==> config.mk <==
export PLATFORM = sky130hd
export DESIGN_NAME = twc_slave
export DESIGN_NICKNAME = d
export VERILOG_FILES = /design/src/twc_pkg.sv /design/src/twc_slave.sv /design/src/twc_pin_filter.sv
export VERILOG_INCLUDE_DIRS = /design/src
export SDC_FILE = /design/constraint.sdc
export NUM_CORES = 1
export LEC_CHECK = 0
export CAP_MARGIN = 20
export CORE_MARGIN = 4
export CORE_UTILIZATION = 40
export CTS_CLUSTER_SIZE = 25
export DETAILED_ROUTE_END_ITERATION = 6
export DONT_BUFFER_PORTS = 1
export PLACE_DENSITY = 0.52
export SYNTH_ARGS = -nofsm -noshare
export SYNTH_HDL_FRONTEND = slang
export SYNTH_HIERARCHICAL = 1
export SYNTH_SLANG_ARGS = --single-unit
==> constraint.sdc <==
create_clock -name CLK -period 2.4 [get_ports CLK]
set_clock_uncertainty 0.05 [all_clocks]
set_input_delay 0.24 -clock CLK [delete_from_list [all_inputs] [get_ports CLK]]
set_output_delay 0.24 -clock CLK [all_outputs]
set_load 0.03 [all_outputs]
==> src/twc_defs.svh <==
`ifndef TWC_DEFS_SVH
`define TWC_DEFS_SVH

// clock rate and derived timing
`define TWC_CLK_MHZ       250
`define TWC_TIMEOUT_MS    28
`define TWC_TIMEOUT_CYC   (`TWC_TIMEOUT_MS * 1000 * `TWC_CLK_MHZ)
`define TWC_FILT_FS_NS    50
`define TWC_FILT_HS_NS    10
`define TWC_FILT_FS_CYC   ((`TWC_FILT_FS_NS * `TWC_CLK_MHZ + 999) / 1000)
`define TWC_FILT_HS_CYC   ((`TWC_FILT_HS_NS * `TWC_CLK_MHZ + 999) / 1000)

// address and command codes
`define TWC_ADDR_BASE     5'h10
`define TWC_GC_ADDR       7'h00
`define TWC_GC_RESET      8'h06
`define TWC_HS_CODE       5'h01

// reset value of the configuration word
`define TWC_CFG_RST       16'h0000

`endif

==> src/twc_pkg.sv <==
package twc_pkg;

  typedef enum logic [3:0] {
    ST_IDLE  = 4'h0,
    ST_ADDR  = 4'h1,
    ST_AACK  = 4'h2,
    ST_WBYTE = 4'h3,
    ST_WACK  = 4'h4,
    ST_TX    = 4'h5,
    ST_MACK  = 4'h6,
    ST_GCMD  = 4'h7,
    ST_GACK  = 4'h8,
    ST_SKIP  = 4'h9
  } twc_state_t;

endpackage

==> src/twc_slave.sv <==
`timescale 1ns/10ps
`include "twc_defs.svh"

// What this block does
// - write address with direction low is acknowledged when it matches
// - two data bytes after write address load the word, each acknowledged
// - read address with direction high is acknowledged, then upper byte sent
// - after master acknowledges upper byte, lower byte is sent
// - master not-acknowledge, start or stop ends read; data line released
// - words travel most significant byte first in both directions
// - master code 00001xxx is not acknowledged but selects high-speed filtering
// - repeated start after master code continues normal protocol at high speed
// - a stop ends high-speed mode and restores normal filtering
// - slave address 10000xx taken from address select pin at every start
// - general call followed by command 06h loads CFG_RST (reset itself loads TWC_CFG_RST)
// - a stalled transfer is abandoned after 28 ms
module twc_slave
  import twc_pkg::*;
#(
  parameter int unsigned TIMEOUT_CYC = `TWC_TIMEOUT_CYC,
  parameter logic [15:0] CFG_RST     = `TWC_CFG_RST
) (
  // clock and reset
  input  wire logic        CLK,
  input  wire logic        NRST,
  // two-wire bus pins
  input  wire logic        SCL_IN,
  input  wire logic        SDA_IN,
  output logic             SDA_OUT,
  output logic             SDA_OE,
  // address select pin state
  input  wire logic [1:0]  ADDR_SEL,
  // configuration word and mode
  output logic [15:0]      CFG_WORD,
  output logic             HS_MODE
);

  localparam int unsigned TO_W = $clog2(TIMEOUT_CYC + 1);

  logic             scl_f, sda_f, scl_p_q, sda_p_q;
  logic             scl_rise, scl_fall, start, stop;
  logic             timeout, quiet;
  logic [1:0]       asel1_q, asel2_q;
  twc_state_t       st_q, st_d;
  logic [3:0]       cnt_q, cnt_d;
  logic [7:0]       sh_q, sh_d;
  logic [6:0]       own_q, own_d;
  logic             dir_q, dir_d;
  logic             gc_q, gc_d;
  logic             bidx_q, bidx_d;
  logic [7:0]       hi_q, hi_d;
  logic [15:0]      cfg_q, cfg_d;
  logic             hs_q, hs_d;
  logic             oe_q, oe_d;
  logic             sda_out_q;
  logic [TO_W-1:0]  to_q, to_d;
  logic [7:0]       tx_byte, nxt_byte;

  twc_pin_filter u_scl_filt (
    .clk   (CLK),
    .nrst  (NRST),
    .pin   (SCL_IN),
    .hs    (hs_q),
    .level (scl_f)
  );
  twc_pin_filter u_sda_filt (
    .clk   (CLK),
    .nrst  (NRST),
    .pin   (SDA_IN),
    .hs    (hs_q),
    .level (sda_f)
  );
  assign scl_rise = scl_f & ~scl_p_q;
  assign scl_fall = ~scl_f & scl_p_q;
  assign start    = scl_f & scl_p_q & sda_p_q & ~sda_f;
  assign stop     = scl_f & scl_p_q & ~sda_p_q & sda_f;
  assign timeout  = (st_q != ST_IDLE) && (to_q == TO_W'(TIMEOUT_CYC - 1));
  assign quiet    = ~start & ~stop & ~timeout;
  assign tx_byte  = cfg_q[15:8];
  assign nxt_byte = bidx_q ? cfg_q[15:8] : cfg_q[7:0];
  assign SDA_OUT  = sda_out_q;
  assign SDA_OE   = oe_q;
  assign CFG_WORD = cfg_q;
  assign HS_MODE  = hs_q;

  // any clock edge or start condition restarts the stall timer
  always_comb begin
    to_d = to_q + TO_W'(1);
    if (st_q == ST_IDLE || scl_rise || scl_fall || start || timeout) begin
      to_d = '0;
    end
  end

  always_comb begin
    st_d   = st_q;
    cnt_d  = cnt_q;
    sh_d   = sh_q;
    own_d  = own_q;
    dir_d  = dir_q;
    gc_d   = gc_q;
    bidx_d = bidx_q;
    hi_d   = hi_q;
    cfg_d  = cfg_q;
    hs_d   = hs_q;
    oe_d   = oe_q;
    if (stop) begin
      st_d = ST_IDLE;
      oe_d = 1'b0;
      hs_d = 1'b0;
    end else if (start) begin
      // repeated start keeps high-speed mode
      st_d  = ST_ADDR;
      cnt_d = 4'h0;
      oe_d  = 1'b0;
      own_d = {`TWC_ADDR_BASE, asel2_q};
    end else if (timeout) begin
      st_d = ST_IDLE;
      oe_d = 1'b0;
    end else begin
      unique case (st_q)
        ST_IDLE, ST_SKIP: begin
        end
        ST_ADDR, ST_WBYTE, ST_GCMD: begin
          if (scl_rise) begin
            sh_d  = {sh_q[6:0], sda_f};
            cnt_d = cnt_q + 4'h1;
          end else if (scl_fall && cnt_q == 4'h8) begin
            st_d = ST_SKIP;
            if (st_q == ST_ADDR) begin
              bidx_d = 1'b0;
              if (sh_q[7:1] == own_q) begin
                oe_d  = 1'b1;
                dir_d = sh_q[0];
                gc_d  = 1'b0;
                st_d  = ST_AACK;
              end else if (sh_q == {`TWC_GC_ADDR, 1'b0}) begin
                oe_d  = 1'b1;
                dir_d = 1'b0;
                gc_d  = 1'b1;
                st_d  = ST_AACK;
              end else if (sh_q[7:3] == `TWC_HS_CODE) begin
                hs_d = 1'b1;
              end
            end else if (st_q == ST_WBYTE) begin
              oe_d = 1'b1;
              st_d = ST_WACK;
            end else if (sh_q == `TWC_GC_RESET) begin
              oe_d = 1'b1;
              st_d = ST_GACK;
            end
          end
        end
        ST_AACK: begin
          if (scl_fall) begin
            cnt_d = 4'h0;
            oe_d  = 1'b0;
            if (gc_q) begin
              st_d = ST_GCMD;
            end else if (dir_q) begin
              oe_d  = ~tx_byte[7];
              sh_d  = {tx_byte[6:0], 1'b0};
              cnt_d = 4'h1;
              st_d  = ST_TX;
            end else begin
              st_d = ST_WBYTE;
            end
          end
        end
        ST_WACK: begin
          if (scl_fall) begin
            oe_d  = 1'b0;
            cnt_d = 4'h0;
            if (!bidx_q) begin
              hi_d   = sh_q;
              bidx_d = 1'b1;
              st_d   = ST_WBYTE;
            end else begin
              // a third byte is not acknowledged
              cfg_d = {hi_q, sh_q};
              st_d  = ST_SKIP;
            end
          end
        end
        ST_TX: begin
          if (scl_fall) begin
            if (cnt_q == 4'h8) begin
              oe_d = 1'b0;
              st_d = ST_MACK;
            end else begin
              oe_d  = ~sh_q[7];
              sh_d  = {sh_q[6:0], 1'b0};
              cnt_d = cnt_q + 4'h1;
            end
          end
        end
        ST_MACK: begin
          if (scl_rise && sda_f) begin
            st_d = ST_SKIP;
          end else if (scl_fall) begin
            // after the lower byte the upper byte follows again
            oe_d   = ~nxt_byte[7];
            sh_d   = {nxt_byte[6:0], 1'b0};
            cnt_d  = 4'h1;
            bidx_d = ~bidx_q;
            st_d   = ST_TX;
          end
        end
        ST_GACK: begin
          if (scl_fall) begin
            oe_d  = 1'b0;
            cfg_d = CFG_RST;
            st_d  = ST_SKIP;
          end
        end
        default: st_d = ST_IDLE;
      endcase
    end
  end

  always_ff @(posedge CLK or negedge NRST) begin
    if (!NRST) begin
      scl_p_q   <= 1'b1;
      sda_p_q   <= 1'b1;
      asel1_q   <= 2'h0;
      asel2_q   <= 2'h0;
      st_q      <= ST_IDLE;
      cnt_q     <= 4'h0;
      sh_q      <= 8'h00;
      own_q     <= 7'h00;
      dir_q     <= 1'b0;
      gc_q      <= 1'b0;
      bidx_q    <= 1'b0;
      hi_q      <= 8'h00;
      cfg_q     <= `TWC_CFG_RST;
      hs_q      <= 1'b0;
      oe_q      <= 1'b0;
      sda_out_q <= 1'b0;
      to_q      <= '0;
    end else begin
      scl_p_q   <= scl_f;
      sda_p_q   <= sda_f;
      asel1_q   <= ADDR_SEL;
      asel2_q   <= asel1_q;
      st_q      <= st_d;
      cnt_q     <= cnt_d;
      sh_q      <= sh_d;
      own_q     <= own_d;
      dir_q     <= dir_d;
      gc_q      <= gc_d;
      bidx_q    <= bidx_d;
      hi_q      <= hi_d;
      cfg_q     <= cfg_d;
      hs_q      <= hs_d;
      oe_q      <= oe_d;
      sda_out_q <= 1'b0;
      to_q      <= to_d;
    end
  end
endmodule

==> src/twc_pin_filter.sv <==
`timescale 1ns/10ps
`include "twc_defs.svh"

// two-flop synchroniser followed by a spike filter whose length
// follows the bus speed mode
module twc_pin_filter #(
  parameter int unsigned CNT_W  = 4,
  parameter int unsigned FS_CYC = `TWC_FILT_FS_CYC,
  parameter int unsigned HS_CYC = `TWC_FILT_HS_CYC
) (
  // clock and reset
  input  wire logic clk,
  input  wire logic nrst,
  // pin and mode
  input  wire logic pin,
  input  wire logic hs,
  // filtered level
  output logic      level
);

  logic             sync1_q;
  logic             sync2_q;
  logic             lvl_q;
  logic             lvl_d;
  logic [CNT_W-1:0] cnt_q;
  logic [CNT_W-1:0] cnt_d;
  logic [CNT_W-1:0] lim;

  assign lim   = hs ? CNT_W'(HS_CYC) : CNT_W'(FS_CYC);
  assign level = lvl_q;

  always_comb begin
    lvl_d = lvl_q;
    cnt_d = '0;
    if (sync2_q != lvl_q) begin
      if (cnt_q + CNT_W'(1) >= lim) begin
        lvl_d = sync2_q;
      end else begin
        cnt_d = cnt_q + CNT_W'(1);
      end
    end
  end

  // idle bus is high, so the synchroniser and level flops reset high
  always_ff @(posedge clk or negedge nrst) begin
    if (!nrst) begin
      sync1_q <= 1'b1;
      sync2_q <= 1'b1;
      lvl_q   <= 1'b1;
      cnt_q   <= '0;
    end else begin
      sync1_q <= pin;
      sync2_q <= sync1_q;
      lvl_q   <= lvl_d;
      cnt_q   <= cnt_d;
    end
  end

endmodule

==> impl_summary.md, run 1 <==
Detailed routing
The via count normalized by instance count is 5.271. The detail route stage leaves a number of antenna-violating nets equal to 0. The detailed route wirelength on metal2 is 4471 um.

The post-route met1 wirelength is 5470 um. The top metal layer carrying routed signals is met4. Across all layers, the routed design uses 3442 vias. The first routing iteration left 225 violations.

After detailed routing, the number of remaining DRC violations is 0. The wire length reported by the detailed router is 10520 um. The met3 routed wirelength is 420 um. The pre-antenna-repair detailed-routing pass consisted of 5 iterations.

The final routed wire length divided by cell count is 16.11 um.

Floorplanning
After floorplanning, the core was divided into 39 placement rows. 25 I/O pins were placed. The initial utilization of the core area, before any placement, comes to 0.4173. The die covers 13940 um2. The area inside the core boundary is 11610 um2. From left edge to right edge, the die measures 118.1 um.

The overall die height is 118.1 um.

STA
Adding up every negative setup slack in the final design gives 0 ps. The max-slew violation count is 0. The transition at the pin with the smallest max-transition slack is 632.0 ps. Measured against its own limit, the worst slew margin works out to 0.5748.

Dividing the final minimum period by the clock period gives 0.9617. For this run, the top clock speed supported by timing is 433.3 MHz. The minimum period implied by the final worst setup slack is 2308 ps. Setup repair after global routing left no endpoint under its margin. Hold timing on the final database bottoms out at a slack of -461.3 ps. The number of setup violations in the final report is 0.

The final count of hold timing violations came to 91.

Synthesis
The number of nets in the synthesized netlist is 498. The total of flip-flops plus latches after synthesis is 91. The cell type contributing the most total cell area after synthesis is sky130_fd_sc_hd__dfrtp_1. The gate count after technology mapping is 483. In this run, synthesis inferred 0 flip-flops with an integrated enable. The post-synthesis cell type count is 68. The fraction of post-synthesis cell area in the top cell type by area is 0.4286.

After synthesis, the mean cell area works out to 10.03 um2. In the post-synthesis netlist, the biggest area contributors are sky130_fd_sc_hd__dfrtp_1 (43%), sky130_fd_sc_hd__nand2_1 (4.6%), sky130_fd_sc_hd__dfstp_2 (4.3%). The leading register cell type out of synthesis is sky130_fd_sc_hd__dfrtp_1. The most common cell in the synthesized netlist is sky130_fd_sc_hd__dfrtp_1.

Counting instances in the post-synthesis netlist gives the leading cell types as sky130_fd_sc_hd__dfrtp_1 (83), sky130_fd_sc_hd__nand2_1 (60), sky130_fd_sc_hd__nor2_1 (51). The post-synthesis instance area is 4846 um2. For this run, the number of Yosys warnings is 6.

The share of the Yosys chip area taken by registers is 0.4720. The post-synthesis async set-or-reset flop share is 1.000.

Power
Summed over all cells, the static leakage comes to 2.448 nW. The power per unit of standard cell area is 563.6 nW/um2. The largest voltage drop on the vdd net is 0.4762 mV. Total power for the finished layout comes to 3.082 mW.

Setup path
The required time at the worst-slack endpoint is 2580 ps. The data arrival time at the worst-slack endpoint is 2490 ps. The endpoint type of the worst setup path is a register. The element type at the critical path start is a register.

Along the worst path, the maximum fanout reaches 8. The type of the worst setup path is register to register.

Placed design
Detailed placement finished with a half-perimeter wire length of 7362 um. Input and output buffers added on the ports amount to 0. The final RePlAce weighted congestion is 0.8764.

Cells and area
The count of antenna diodes in the layout is 0. From synthesis to final layout, the design area changed by 12.86%. In the final layout, the share of cells above drive strength 1 is 0.1922. The number of nets in the finished design is 520.

Clock tree
The clock-pin slew reported for the worst setup and hold paths after clock tree synthesis is 60 ps. The post-cts resize count is 0. The later-pin clock latency in the skew report is 340 ps. The root buffer selected by CTS is sky130_fd_sc_hd__clkbuf_16. The TritonCTS clock tree is done.

For this design, the CTS-stage hold fixing added 4 buffers. CTS saw 91 sinks. The number of clock buffers added by TritonCTS is 9.

In this run the deepest clock path goes through 2 buffers. CTS built an H-tree with a depth of 3.

Global route
The maximum number of pins on one net before global-route repair is 92. The via count of the first global-routing pass is 3386. The number of antenna violations at the first check in global routing is 0. The global-route wire length before repair is 18060 um. For this run, the total global-route usage over all layers was measured as 0.1593. Summed over all layers, the global routing overflow is 0.

Worst hold path
The path class of the tightest hold or removal check is input port to asynchronous set/reset pin.

Status
The run finished, with violations left. The final reports fail on negative hold slack.

Job
The number of maximum-capacitance violations is 0.
[critical path, cell delays in order (launching register included)]
cell and delay, ps:
sky130_fd_sc_hd__dfrtp_1 430, sky130_fd_sc_hd__nor4_4 380, sky130_fd_sc_hd__nor2_2 80, sky130_fd_sc_hd__a31oi_1 340, sky130_fd_sc_hd__nand2_1 150, sky130_fd_sc_hd__nor3_4 390
sky130_fd_sc_hd__mux2_2 390
[metrics by stage]
step	hold WS, ps	worst slack, ps	cell area, um2	std cells	utilization
2_1_floorplan	-105.6	214.6	4846	483	-
6_report	-461.3	91.86	5469	653	0.4709
4_1_cts	-475.5	108.7	5469	653	0.4709
3_5_place_dp	-101.5	112.1	5159	633	0.4442
3_3_place_gp	-102.9	145.3	5159	633	0.4442
5_1_grt	-484.9	9.378	5469	653	0.4709
[path summary, 6_finish.rpt]
check / cells after the start / endpoint / slack, ps / start
setup / recovery: 6 / hi_q[1] / 90 / st_q[1]
hold / removal: 0 / u_scl_filt/cnt_q[0] / -460 / NRST
setup reg to reg: 6 / hi_q[1] / 90 / st_q[1]
hold reg to reg: 0 / asel2_q[1] / 300 / asel1_q[1]
max in group asynchronous: 0 / u_sda_filt/level / 2560 / NRST
min in group CLK: 0 / asel2_q[1] / 300 / asel1_q[1]
[sequential cells by signal, indices dropped and copies added, names as in the netlist, 2 cells and up]
signal / flops
u_scl_filt/cnt_q: 4
cnt_q: 4
u_sda_filt/cnt_q: 4
hi_q: 8
st_q: 4
asel2_q: 2
sh_q: 8
CFG_WORD: 16
to_q: 23
asel1_q: 2
own_q: 3
[power by group]
part	switching, mW	leakage [nW]	internal [mW]	total, mW
registers	0.0435	1.23	1.58	1.63
clock network	0.596	0.126	0.706	1.30
logic	0.0774	1.09	0.0740	0.151
[logic make-up (layout without fill, tap and decap cells)]
logic type	after synthesis	count (layout)	share of synthesized area
muxes	24	24	0.06197
buffers and inverters	40	67	0.03976
DFF	91	91	0.4720
adders and majority gates	9	9	0.02324
other	1	1	0.0007739
and+or+nand+nor	212	212	0.2409
AOI/OAI and AO/OA	76	76	0.1072
xor gates and xnor gates	30	30	0.05422
[layout by cell type, fill, tap and decap left out, types with 5 or more instances in the layout]
master / count
sky130_fd_sc_hd__buf_4: 27
sky130_fd_sc_hd__ha_1: 9
sky130_fd_sc_hd__mux2_2: 11
sky130_fd_sc_hd__xnor2_1: 17
sky130_fd_sc_hd__nor2_1: 51
sky130_fd_sc_hd__a221o_1: 5
sky130_fd_sc_hd__dfstp_2: 8
sky130_fd_sc_hd__inv_1: 17
sky130_fd_sc_hd__xor2_1: 13
sky130_fd_sc_hd__nor3_1: 6
sky130_fd_sc_hd__dfrtp_1: 83
sky130_fd_sc_hd__nand2_1: 60
sky130_fd_sc_hd__nor2b_1: 10
sky130_fd_sc_hd__a21oi_1: 9
sky130_fd_sc_hd__and3_1: 13
sky130_fd_sc_hd__nand2b_1: 8
sky130_fd_sc_hd__o21ai_0: 28
sky130_fd_sc_hd__nand3_1: 14
sky130_fd_sc_hd__nand4_1: 8
sky130_fd_sc_hd__mux2_4: 9
sky130_fd_sc_hd__clkbuf_16: 9
[layout make-up]
class | count | area, um2
fill | 1090 | 6145
clock buffer | 11 | 232.7
timing repair buffer | 34 | 302.8
inverter | 17 | 63.81
tap | 143 | 178.9
sequential | 91 | 2287
clock inverter | 5 | 37.54
multi-input combinational | 352 | 2366
[routing by layer]
layer  track usage  vias up
met1        0.2381     1642
met5             0        -
met4       0.04762        0
met3       0.04181       13
li1              -     1729
met2        0.2244       58
[timing repair]
action | 4_1_cts | 5_1_grt
hold endpoints to repair | 95 | 91
setup buffers | 0 | 0
endpoints found under the setup margin | 0 | 0
No activity file was read; power rests on OpenSTA's default activity.
==> inputs of run 2 (changes only) <==
--- a/config.mk
+++ b/config.mk
@@ -7,7 +7,8 @@
 export NUM_CORES = 1
 export LEC_CHECK = 0
 export CAP_MARGIN = 20
-export CORE_MARGIN = 4
+export CORE_ASPECT_RATIO = 1.1
+export CORE_MARGIN = 1.5
 export CORE_UTILIZATION = 40
 export CTS_CLUSTER_SIZE = 25
 export DETAILED_ROUTE_END_ITERATION = 6
==> impl_summary.md, run 2 (same netlist as run 1, synthesis figures left out) <==
Floorplanning
The area inside the core boundary is 11640 um2 (+0.27%). The overall die height is 118.4 um (+0.32%). The starting density of the core came to 0.4161 (-0.001121).

The I/O pin total is 25 (unchanged). The number of standard-cell rows in the floorplan is 41 (+5.1%). The x dimension of the die was 107.9 um (-8.6%). The die area is 12790 um2 (-8.3%).

Clock tree
The later-pin clock latency in the skew report is 350 ps (about the same). The number of clock sinks was 91 (unchanged). The clock-pin slew reported for the worst setup and hold paths after clock tree synthesis is 70 ps (about the same).

The number of buffers created by CTS is 9 (unchanged). The TritonCTS clock tree is done. The number of buffers inserted for hold repair after clock tree synthesis is 4 (unchanged).

The maximum clock path buffer count is 2 (unchanged). The root buffer selected by CTS is sky130_fd_sc_hd__clkbuf_16. The count of H-tree levels built during CTS is 3 (unchanged).

Setup path
The required time at the worst-slack endpoint is 2590 ps (about the same). The critical path goes through or4_4 -> nor4_4 -> nand3_2 -> buf_4 -> and3_4 -> o21ai_4 -> mux2_1. The critical path is of the register to register type. The data arrival time at the worst-slack endpoint is 2520 ps (+30 ps). The maximum cell stage delay along the critical path came to 540 ps (+110 ps).

The element type at the critical path start is a register. The peak fanout along the critical path came to 4 (-4). The cell with the largest stage delay on the worst path is sky130_fd_sc_hd__or4_4. STA classifies the critical path endpoint as a register.

Cells and area
The number of non-filler instances in the completed layout is 661 (+1.2%). Leaving out fill and tap cells, the most frequent cell in the layout is sky130_fd_sc_hd__dfrtp_1. The cell area after layout is 5523 um2 (+0.98%).

The number of fill cells came to 1110 (+1.8%). The fraction of layout instances using a drive strength above 1 came to 0.1996 (+0.007452). The number of nets in the finished design came to 521 (+0.19%). The count of antenna diodes in the layout is 0 (unchanged). The number of flip-flops in the largest register was 23 (unchanged).

From synthesis to final layout, the design area changed by 13.97%. The largest register by flop count is to_q. In the layout the commonest cells are sky130_fd_sc_hd__dfrtp_1 (83), sky130_fd_sc_hd__nand2_1 (60), sky130_fd_sc_hd__nor2_1 (51).

Power
The largest voltage drop on the vdd net is 0.4471 mV (-6.1%). The combinational share of power was 0.048 (about the same). The static leakage power came to 2.470 nW (+0.92%). The internal portion of total power was 2.386 mW (+0.91%).

The switching share of power is 0.2520 (+0.01925). The switching power total is 804.0 uW (+12%). The share of power burned in registers was 0.511 (-0.017). The power per unit of standard cell area came to 577.6 nW/um2 (+2.5%). The power share of the clock group is 0.441 (+0.018).

Worst hold path
The class of the tightest hold or removal check is input port to asynchronous set/reset pin.

Placed design
The final RePlAce weighted congestion was 0.8858 (+1.1%). The number of placed instances with taps included is 640 (+1.1%). The final HPWL from detailed placement is 7484 um (+1.6%). The area after detailed placement was 5167 um2 (+0.17%). The number of buffers added on ports came to 0 (unchanged).

STA
The transition at the pin with the smallest max-transition slack is 499.2 ps (-132.8 ps). The max-slew violation count is 0 (unchanged). Setup repair after global routing left no endpoint under its margin. The final clock period utilization by the worst path is 0.9719 (+0.01016). The final count of hold timing violations is 91 (unchanged). The minimum period implied by the final worst setup slack was 2333 ps (+24.39 ps).

The worst-case headroom to the max-slew limit is 0.6642 (+0.08935). The number of setup violations in the final report came to 0 (unchanged). The worst hold slack is -470.5 ps (-9.290 ps). The total negative slack is 0 ps (unchanged). The maximum clock frequency came to 428.7 MHz (-1.0%).

Detailed routing
The count of nets left with antenna violations after detail routing is 0 (unchanged). The first-pass iteration count of the detailed router is 5 (unchanged). The via count normalized by instance count was 5.348 (+1.5%). The wire length reported by the detailed router is 10820 um (+2.9%).

The iteration-0 DRC count of the detailed router was 214 (-4.9%). The final routed wire length divided by cell count is 16.37 um (+1.6%). The number of vias in the routed layout was 3535 (+2.7%).

The detailed-route DRC error count is 0 (unchanged).

Status
The run finished, with violations left. The final reports fail on negative hold slack.

Job
The number of maximum-capacitance violations is 0 (unchanged).

Global route
The via count of the first global-routing pass is 3539 (+4.5%). The all-layer global routing usage is 0.1868 (+0.02742). The global-route wire length before repair is 18760 um (+3.9%). The maximum number of pins on one net before global-route repair came to 92 (unchanged). The number of antenna violations at the first check in global routing was 0 (unchanged). The aggregate global routing overflow is 0 (unchanged).
## run 2: cell count changes in the layout (fill, tap and decap cells not counted), sizes merged
cell / previous run / this run
clkinvlp: 2 / 1
clkbuf: 11 / 9
buf: 30 / 31
inv: 18 / 21
## run 2: path summary, 6_finish.rpt
check                                   start  slack, ps  cells after the start                  end
max in group asynchronous                NRST       2570                      0   u_scl_filt/sync2_q
min in group CLK           u_scl_filt/sync1_q        310                      0   u_scl_filt/sync2_q
max reg2reg                          to_q[20]         70                      7             cnt_q[1]
max                                  to_q[20]         70                      7             cnt_q[1]
min reg2reg                u_scl_filt/sync1_q        310                      0   u_scl_filt/sync2_q
min                                      NRST       -470                      0  u_scl_filt/cnt_q[1]
## run 2: area by class of cell
cell class,count,area (um2),share of cell area
Timing Repair Buffer,35,322.8,0.05845
Sequential cell,91,2287,0.4141
Tap cell,150,187.7,0.03398
Clock buffer,9,225.2,0.04078
Clock inverter,7,65.06,0.01178
Inverter,17,63.81,0.01155
Multi-Input combinational cell,352,2371,0.4293
## run 2: worst max-delay path: cells and delay by family, from the launching register on
family	cells	cell delay, ps
AOI/OAI and AO/OA	1	160
buffers and inverters	1	160
DFF	1	380
muxes	1	330
and+or+nand+nor	4	1130
## run 2: per-layer routing
| layer | vias up | track usage | wire length [um] |
|---|---|---|---|
| met1 | 1720 | 0.2643 | 5029 |
| met2 | 80 | 0.2820 | 5077 |
| met4 | 0 | 0.06250 | 189 |
| met3 | 13 | 0.04082 | 527 |
| li1 | 1722 | - | - |
| met5 | - | 0 | 0 |
## run 2: repair_timing
action,CTS,global route
gates resized for setup,0,1
setup buffers,0,1
hold endpoints to repair,95,91
endpoints found under the setup margin,0,9
## run 2: through the flow
stage                     hold slack, ps  total power [mW]  setup WS, ps  utilization
after CTS                         -486.0             3.237         55.72       0.4721
final                             -470.5             3.190         67.47       0.4743
after floorplan                   -105.6             1.761         214.6            -
after global routing              -486.1             3.328        0.2323       0.4743
after global placement            -102.9             1.798         103.2       0.4438
after detailed placement          -103.3             1.805         57.66       0.4438
## run 2: power groups by stage
stage / sequential [mW] / clock, mW / combinational, mW
floorplan: 1.65 / 0 / 0.115
global placement: 1.65 / 0 / 0.143
detailed placement: 1.66 / 0 / 0.147
CTS: 1.63 / 1.45 / 0.155
global route: 1.64 / 1.52 / 0.175
finish: 1.63 / 1.41 / 0.153
==> inputs of run 3 (changes only) <==
==> constraint.sdc (replaced) <==
create_clock -name CLK -period 2.6 [get_ports CLK]
set_clock_uncertainty 0.05 [all_clocks]
set_input_delay 0.26 -clock CLK [delete_from_list [all_inputs] [get_ports CLK]]
set_output_delay 0.26 -clock CLK [all_outputs]
set_load 0.03 [all_outputs]
==> impl_summary.md, run 3 (same netlist as run 1, synthesis figures left out) <==
Clock tree
The number of buffers inserted for hold repair after clock tree synthesis is 6 (+2). The maximum clock path buffer count came to 2 (unchanged). The clock-pin slew reported for the worst setup and hold paths after clock tree synthesis was 70 ps (about the same).

The TritonCTS clock tree is done. The post-cts resize count is 0 (unchanged). The buffer count from post-CTS setup fixing is 0 (unchanged).

The number of clock sinks is 91 (unchanged). The root buffer selected by CTS is sky130_fd_sc_hd__clkbuf_16. The count of H-tree levels built during CTS was 3 (unchanged). The later-pin clock latency in the skew report came to 350 ps (about the same). The number of buffers created by CTS is 9 (unchanged).

Cells and area
The most frequent standard cell in the layout excluding fill and tap cells is sky130_fd_sc_hd__dfrtp_1. The signed area change from the synthesized netlist to the final layout is 11.57%. The largest register by flop count is to_q. The count of antenna diodes in the layout came to 0 (unchanged). The total area of multi-input combinational cells is 2366 um2 (-0.21%). The area occupied by registers is 2287 um2 (unchanged). The fraction of layout instances using a drive strength above 1 was 0.1697 (-0.02991).

The number of flip-flops in the largest register is 23 (unchanged). The number of nets in the finished design is 505 (-3.1%). The number of fill cells is 1086 (-2.2%). In the layout the commonest cells are sky130_fd_sc_hd__dfrtp_1 (83), sky130_fd_sc_hd__nand2_1 (60), sky130_fd_sc_hd__nor2_1 (51).

STA
The maximum clock frequency is 417.6 MHz (-2.6%). The final count of hold timing violations was 0 (-100%). The number of setup violations in the final report is 0 (unchanged).

The worst hold slack is 306.1 ps (+776.7 ps). The final clock period utilization by the worst path is 0.9209 (-0.05097). The minimum period implied by the final worst setup slack is 2394 ps (+61.85 ps). Setup repair after global routing left no endpoint under its margin. The max-slew violation count is 0 (unchanged). The transition at the pin with the smallest max-transition slack is 579.9 ps (+80.71 ps). The total negative slack is 0 ps (unchanged). The worst-case headroom to the max-slew limit is 0.6134 (-0.05074).

Detailed routing
The met3 routed wirelength was 387 um (-27%). Signal routing reaches up to met4. The wire length reported by the detailed router is 10410 um (-3.9%). The iteration-0 DRC count of the detailed router is 188 (-12%).

The number of vias in the routed layout is 3455 (-2.3%). The detailed route wirelength on metal2 is 4619 um (-9.0%). The detailed-route DRC error count is 0 (unchanged). The count of nets left with antenna violations after detail routing is 0 (unchanged). The post-route met1 wirelength is 5182 um (+3.0%).

The first-pass iteration count of the detailed router is 4 (-1). The via count normalized by instance count is 5.357 (+0.16%). The final routed wire length divided by cell count is 16.13 um (-1.5%).

Power
The largest voltage drop on the vdd net was 0.3658 mV (-18%). The power per unit of standard cell area is 558.6 nW/um2 (-3.3%). The share of power burned in registers came to 0.498 (-0.013). The internal portion of total power is 2.332 mW (-2.3%). The power share of the clock group is 0.448 (+0.007).

The switching share of power came to 0.2279 (-0.02409). The total power consumption of the routed design is 3.020 mW (-5.3%). The combinational share of power was 0.054 (+0.006). The switching power total is 688.3 uW (-14%). The static leakage power was 2.386 nW (-3.4%).

Setup path
STA classifies the critical path endpoint as a register. The required time at the worst-slack endpoint was 2790 ps (+200 ps). The peak fanout along the critical path is 9 (+5). The worst setup path is of the register to register kind. The worst register-to-register path begins at to_q[20]. The data arrival time at the worst-slack endpoint is 2580 ps (+60 ps).

The setup slack of the most critical reg-to-reg path was 210 ps (+140 ps). The endpoint identified for the worst register-to-register timing path is sh_q[5]. In this run the worst setup path terminates at sh_q[5]. The worst reg2reg path depth is 6 (-1). The most critical setup path has its startpoint at to_q[20]. STA classifies the critical path startpoint as a register.

Status
The run finished with clean final reports.

Global route
The all-layer global routing usage came to 0.1816 (-0.005156). The maximum number of pins on one net before global-route repair is 92 (unchanged). The number of antenna violations at the first check in global routing is 0 (unchanged). The via count of the first global-routing pass came to 3530 (-0.25%). The aggregate global routing overflow is 0 (unchanged). The global-route wire length before repair is 18200 um (-3.0%).

Placed design
The final RePlAce weighted congestion came to 0.8901 (+0.49%). The final HPWL from detailed placement came to 7128 um (-4.7%). The number of buffers added on ports is 0 (unchanged).

Floorplanning
The overall die height came to 118.4 um (unchanged). The die area was 12790 um2 (unchanged). The I/O pin total is 25 (unchanged). The x dimension of the die is 107.9 um (unchanged). The starting density of the core is 0.4161 (unchanged). The number of standard-cell rows in the floorplan is 41 (unchanged).

The area inside the core boundary is 11640 um2 (unchanged).

Worst hold path
The worst hold path belongs to the class register to register.

Job
The number of maximum-capacitance violations was 0 (unchanged).
-- run 3: changes by cell type in the layout (fill, tap and decap cells not counted), moves of 2 or more --
cell                         previous run  this run
sky130_fd_sc_hd__clkbuf_8               0         2
sky130_fd_sc_hd__inv_8                  2         0
sky130_fd_sc_hd__inv_6                  2         0
sky130_fd_sc_hd__buf_4                 27        12
sky130_fd_sc_hd__buf_12                 4         1
sky130_fd_sc_hd__clkinvlp_4             1         3
-- run 3: how the worst min path moves through the flow --
stage | to | cells past startpoint | slack [ps] | from
6_report | u_sda_filt/sync2_q | 0 | 310 | u_sda_filt/sync1_q
5_1_grt | u_scl_filt/sync2_q | 0 | 320 | u_scl_filt/sync1_q
4_1_cts | u_sda_filt/sync2_q | 0 | 310 | u_sda_filt/sync1_q
3_5_place_dp | u_scl_filt/cnt_q[2] | 0 | -80 | NRST
3_3_place_gp | u_scl_filt/cnt_q[2] | 0 | -80 | NRST
2_1_floorplan | CFG_WORD[0] | 0 | -90 | NRST
-- run 3: worst max-delay path, stage by stage, from the launching register on --
cell and delay [ps]:
sky130_fd_sc_hd__dfrtp_1 410, sky130_fd_sc_hd__or4_4 560, sky130_fd_sc_hd__nor4_4 320, sky130_fd_sc_hd__nand3_2 190, sky130_fd_sc_hd__nand3_2 160, sky130_fd_sc_hd__or4b_4 270
sky130_fd_sc_hd__mux2_4 320
-- run 3: routing by layer --
layer  global-route usage  vias up
met5                    0        -
met4              0.07648        0
met3              0.03585       16
met2               0.2627       62
met1               0.2629     1676
li1                     -     1701
-- run 3: power by group through the flow --
stage	registers, mW	clock network [mW]	logic, mW
2_1_floorplan	1.52	0	0.106
3_3_place_gp	1.53	0	0.127
3_5_place_dp	1.53	0	0.129
4_1_cts	1.50	1.40	0.170
5_1_grt	1.51	1.46	0.194
6_report	1.50	1.35	0.165
-- run 3: stage by stage --
step | setup slack [ps] | cells | cell area (um2) | util
finish | 205.6 | 645 | 5406 | 0.4643
global route | 116.0 | 645 | 5406 | 0.4643
CTS | 197.6 | 645 | 5406 | 0.4643
detailed placement | 205.8 | 623 | 5015 | 0.4306
global placement | 228.0 | 623 | 5015 | 0.4306
floorplan | 414.6 | 483 | 4846 | -
-- run 3: layout make-up --
class | count | area share
Sequential cell | 91 | 0.4230
Timing Repair Buffer | 19 | 0.03471
Multi-Input combinational cell | 352 | 0.4376
Clock buffer | 11 | 0.04675
Tap cell | 150 | 0.03471
Inverter | 17 | 0.01180
Clock inverter | 5 | 0.01134
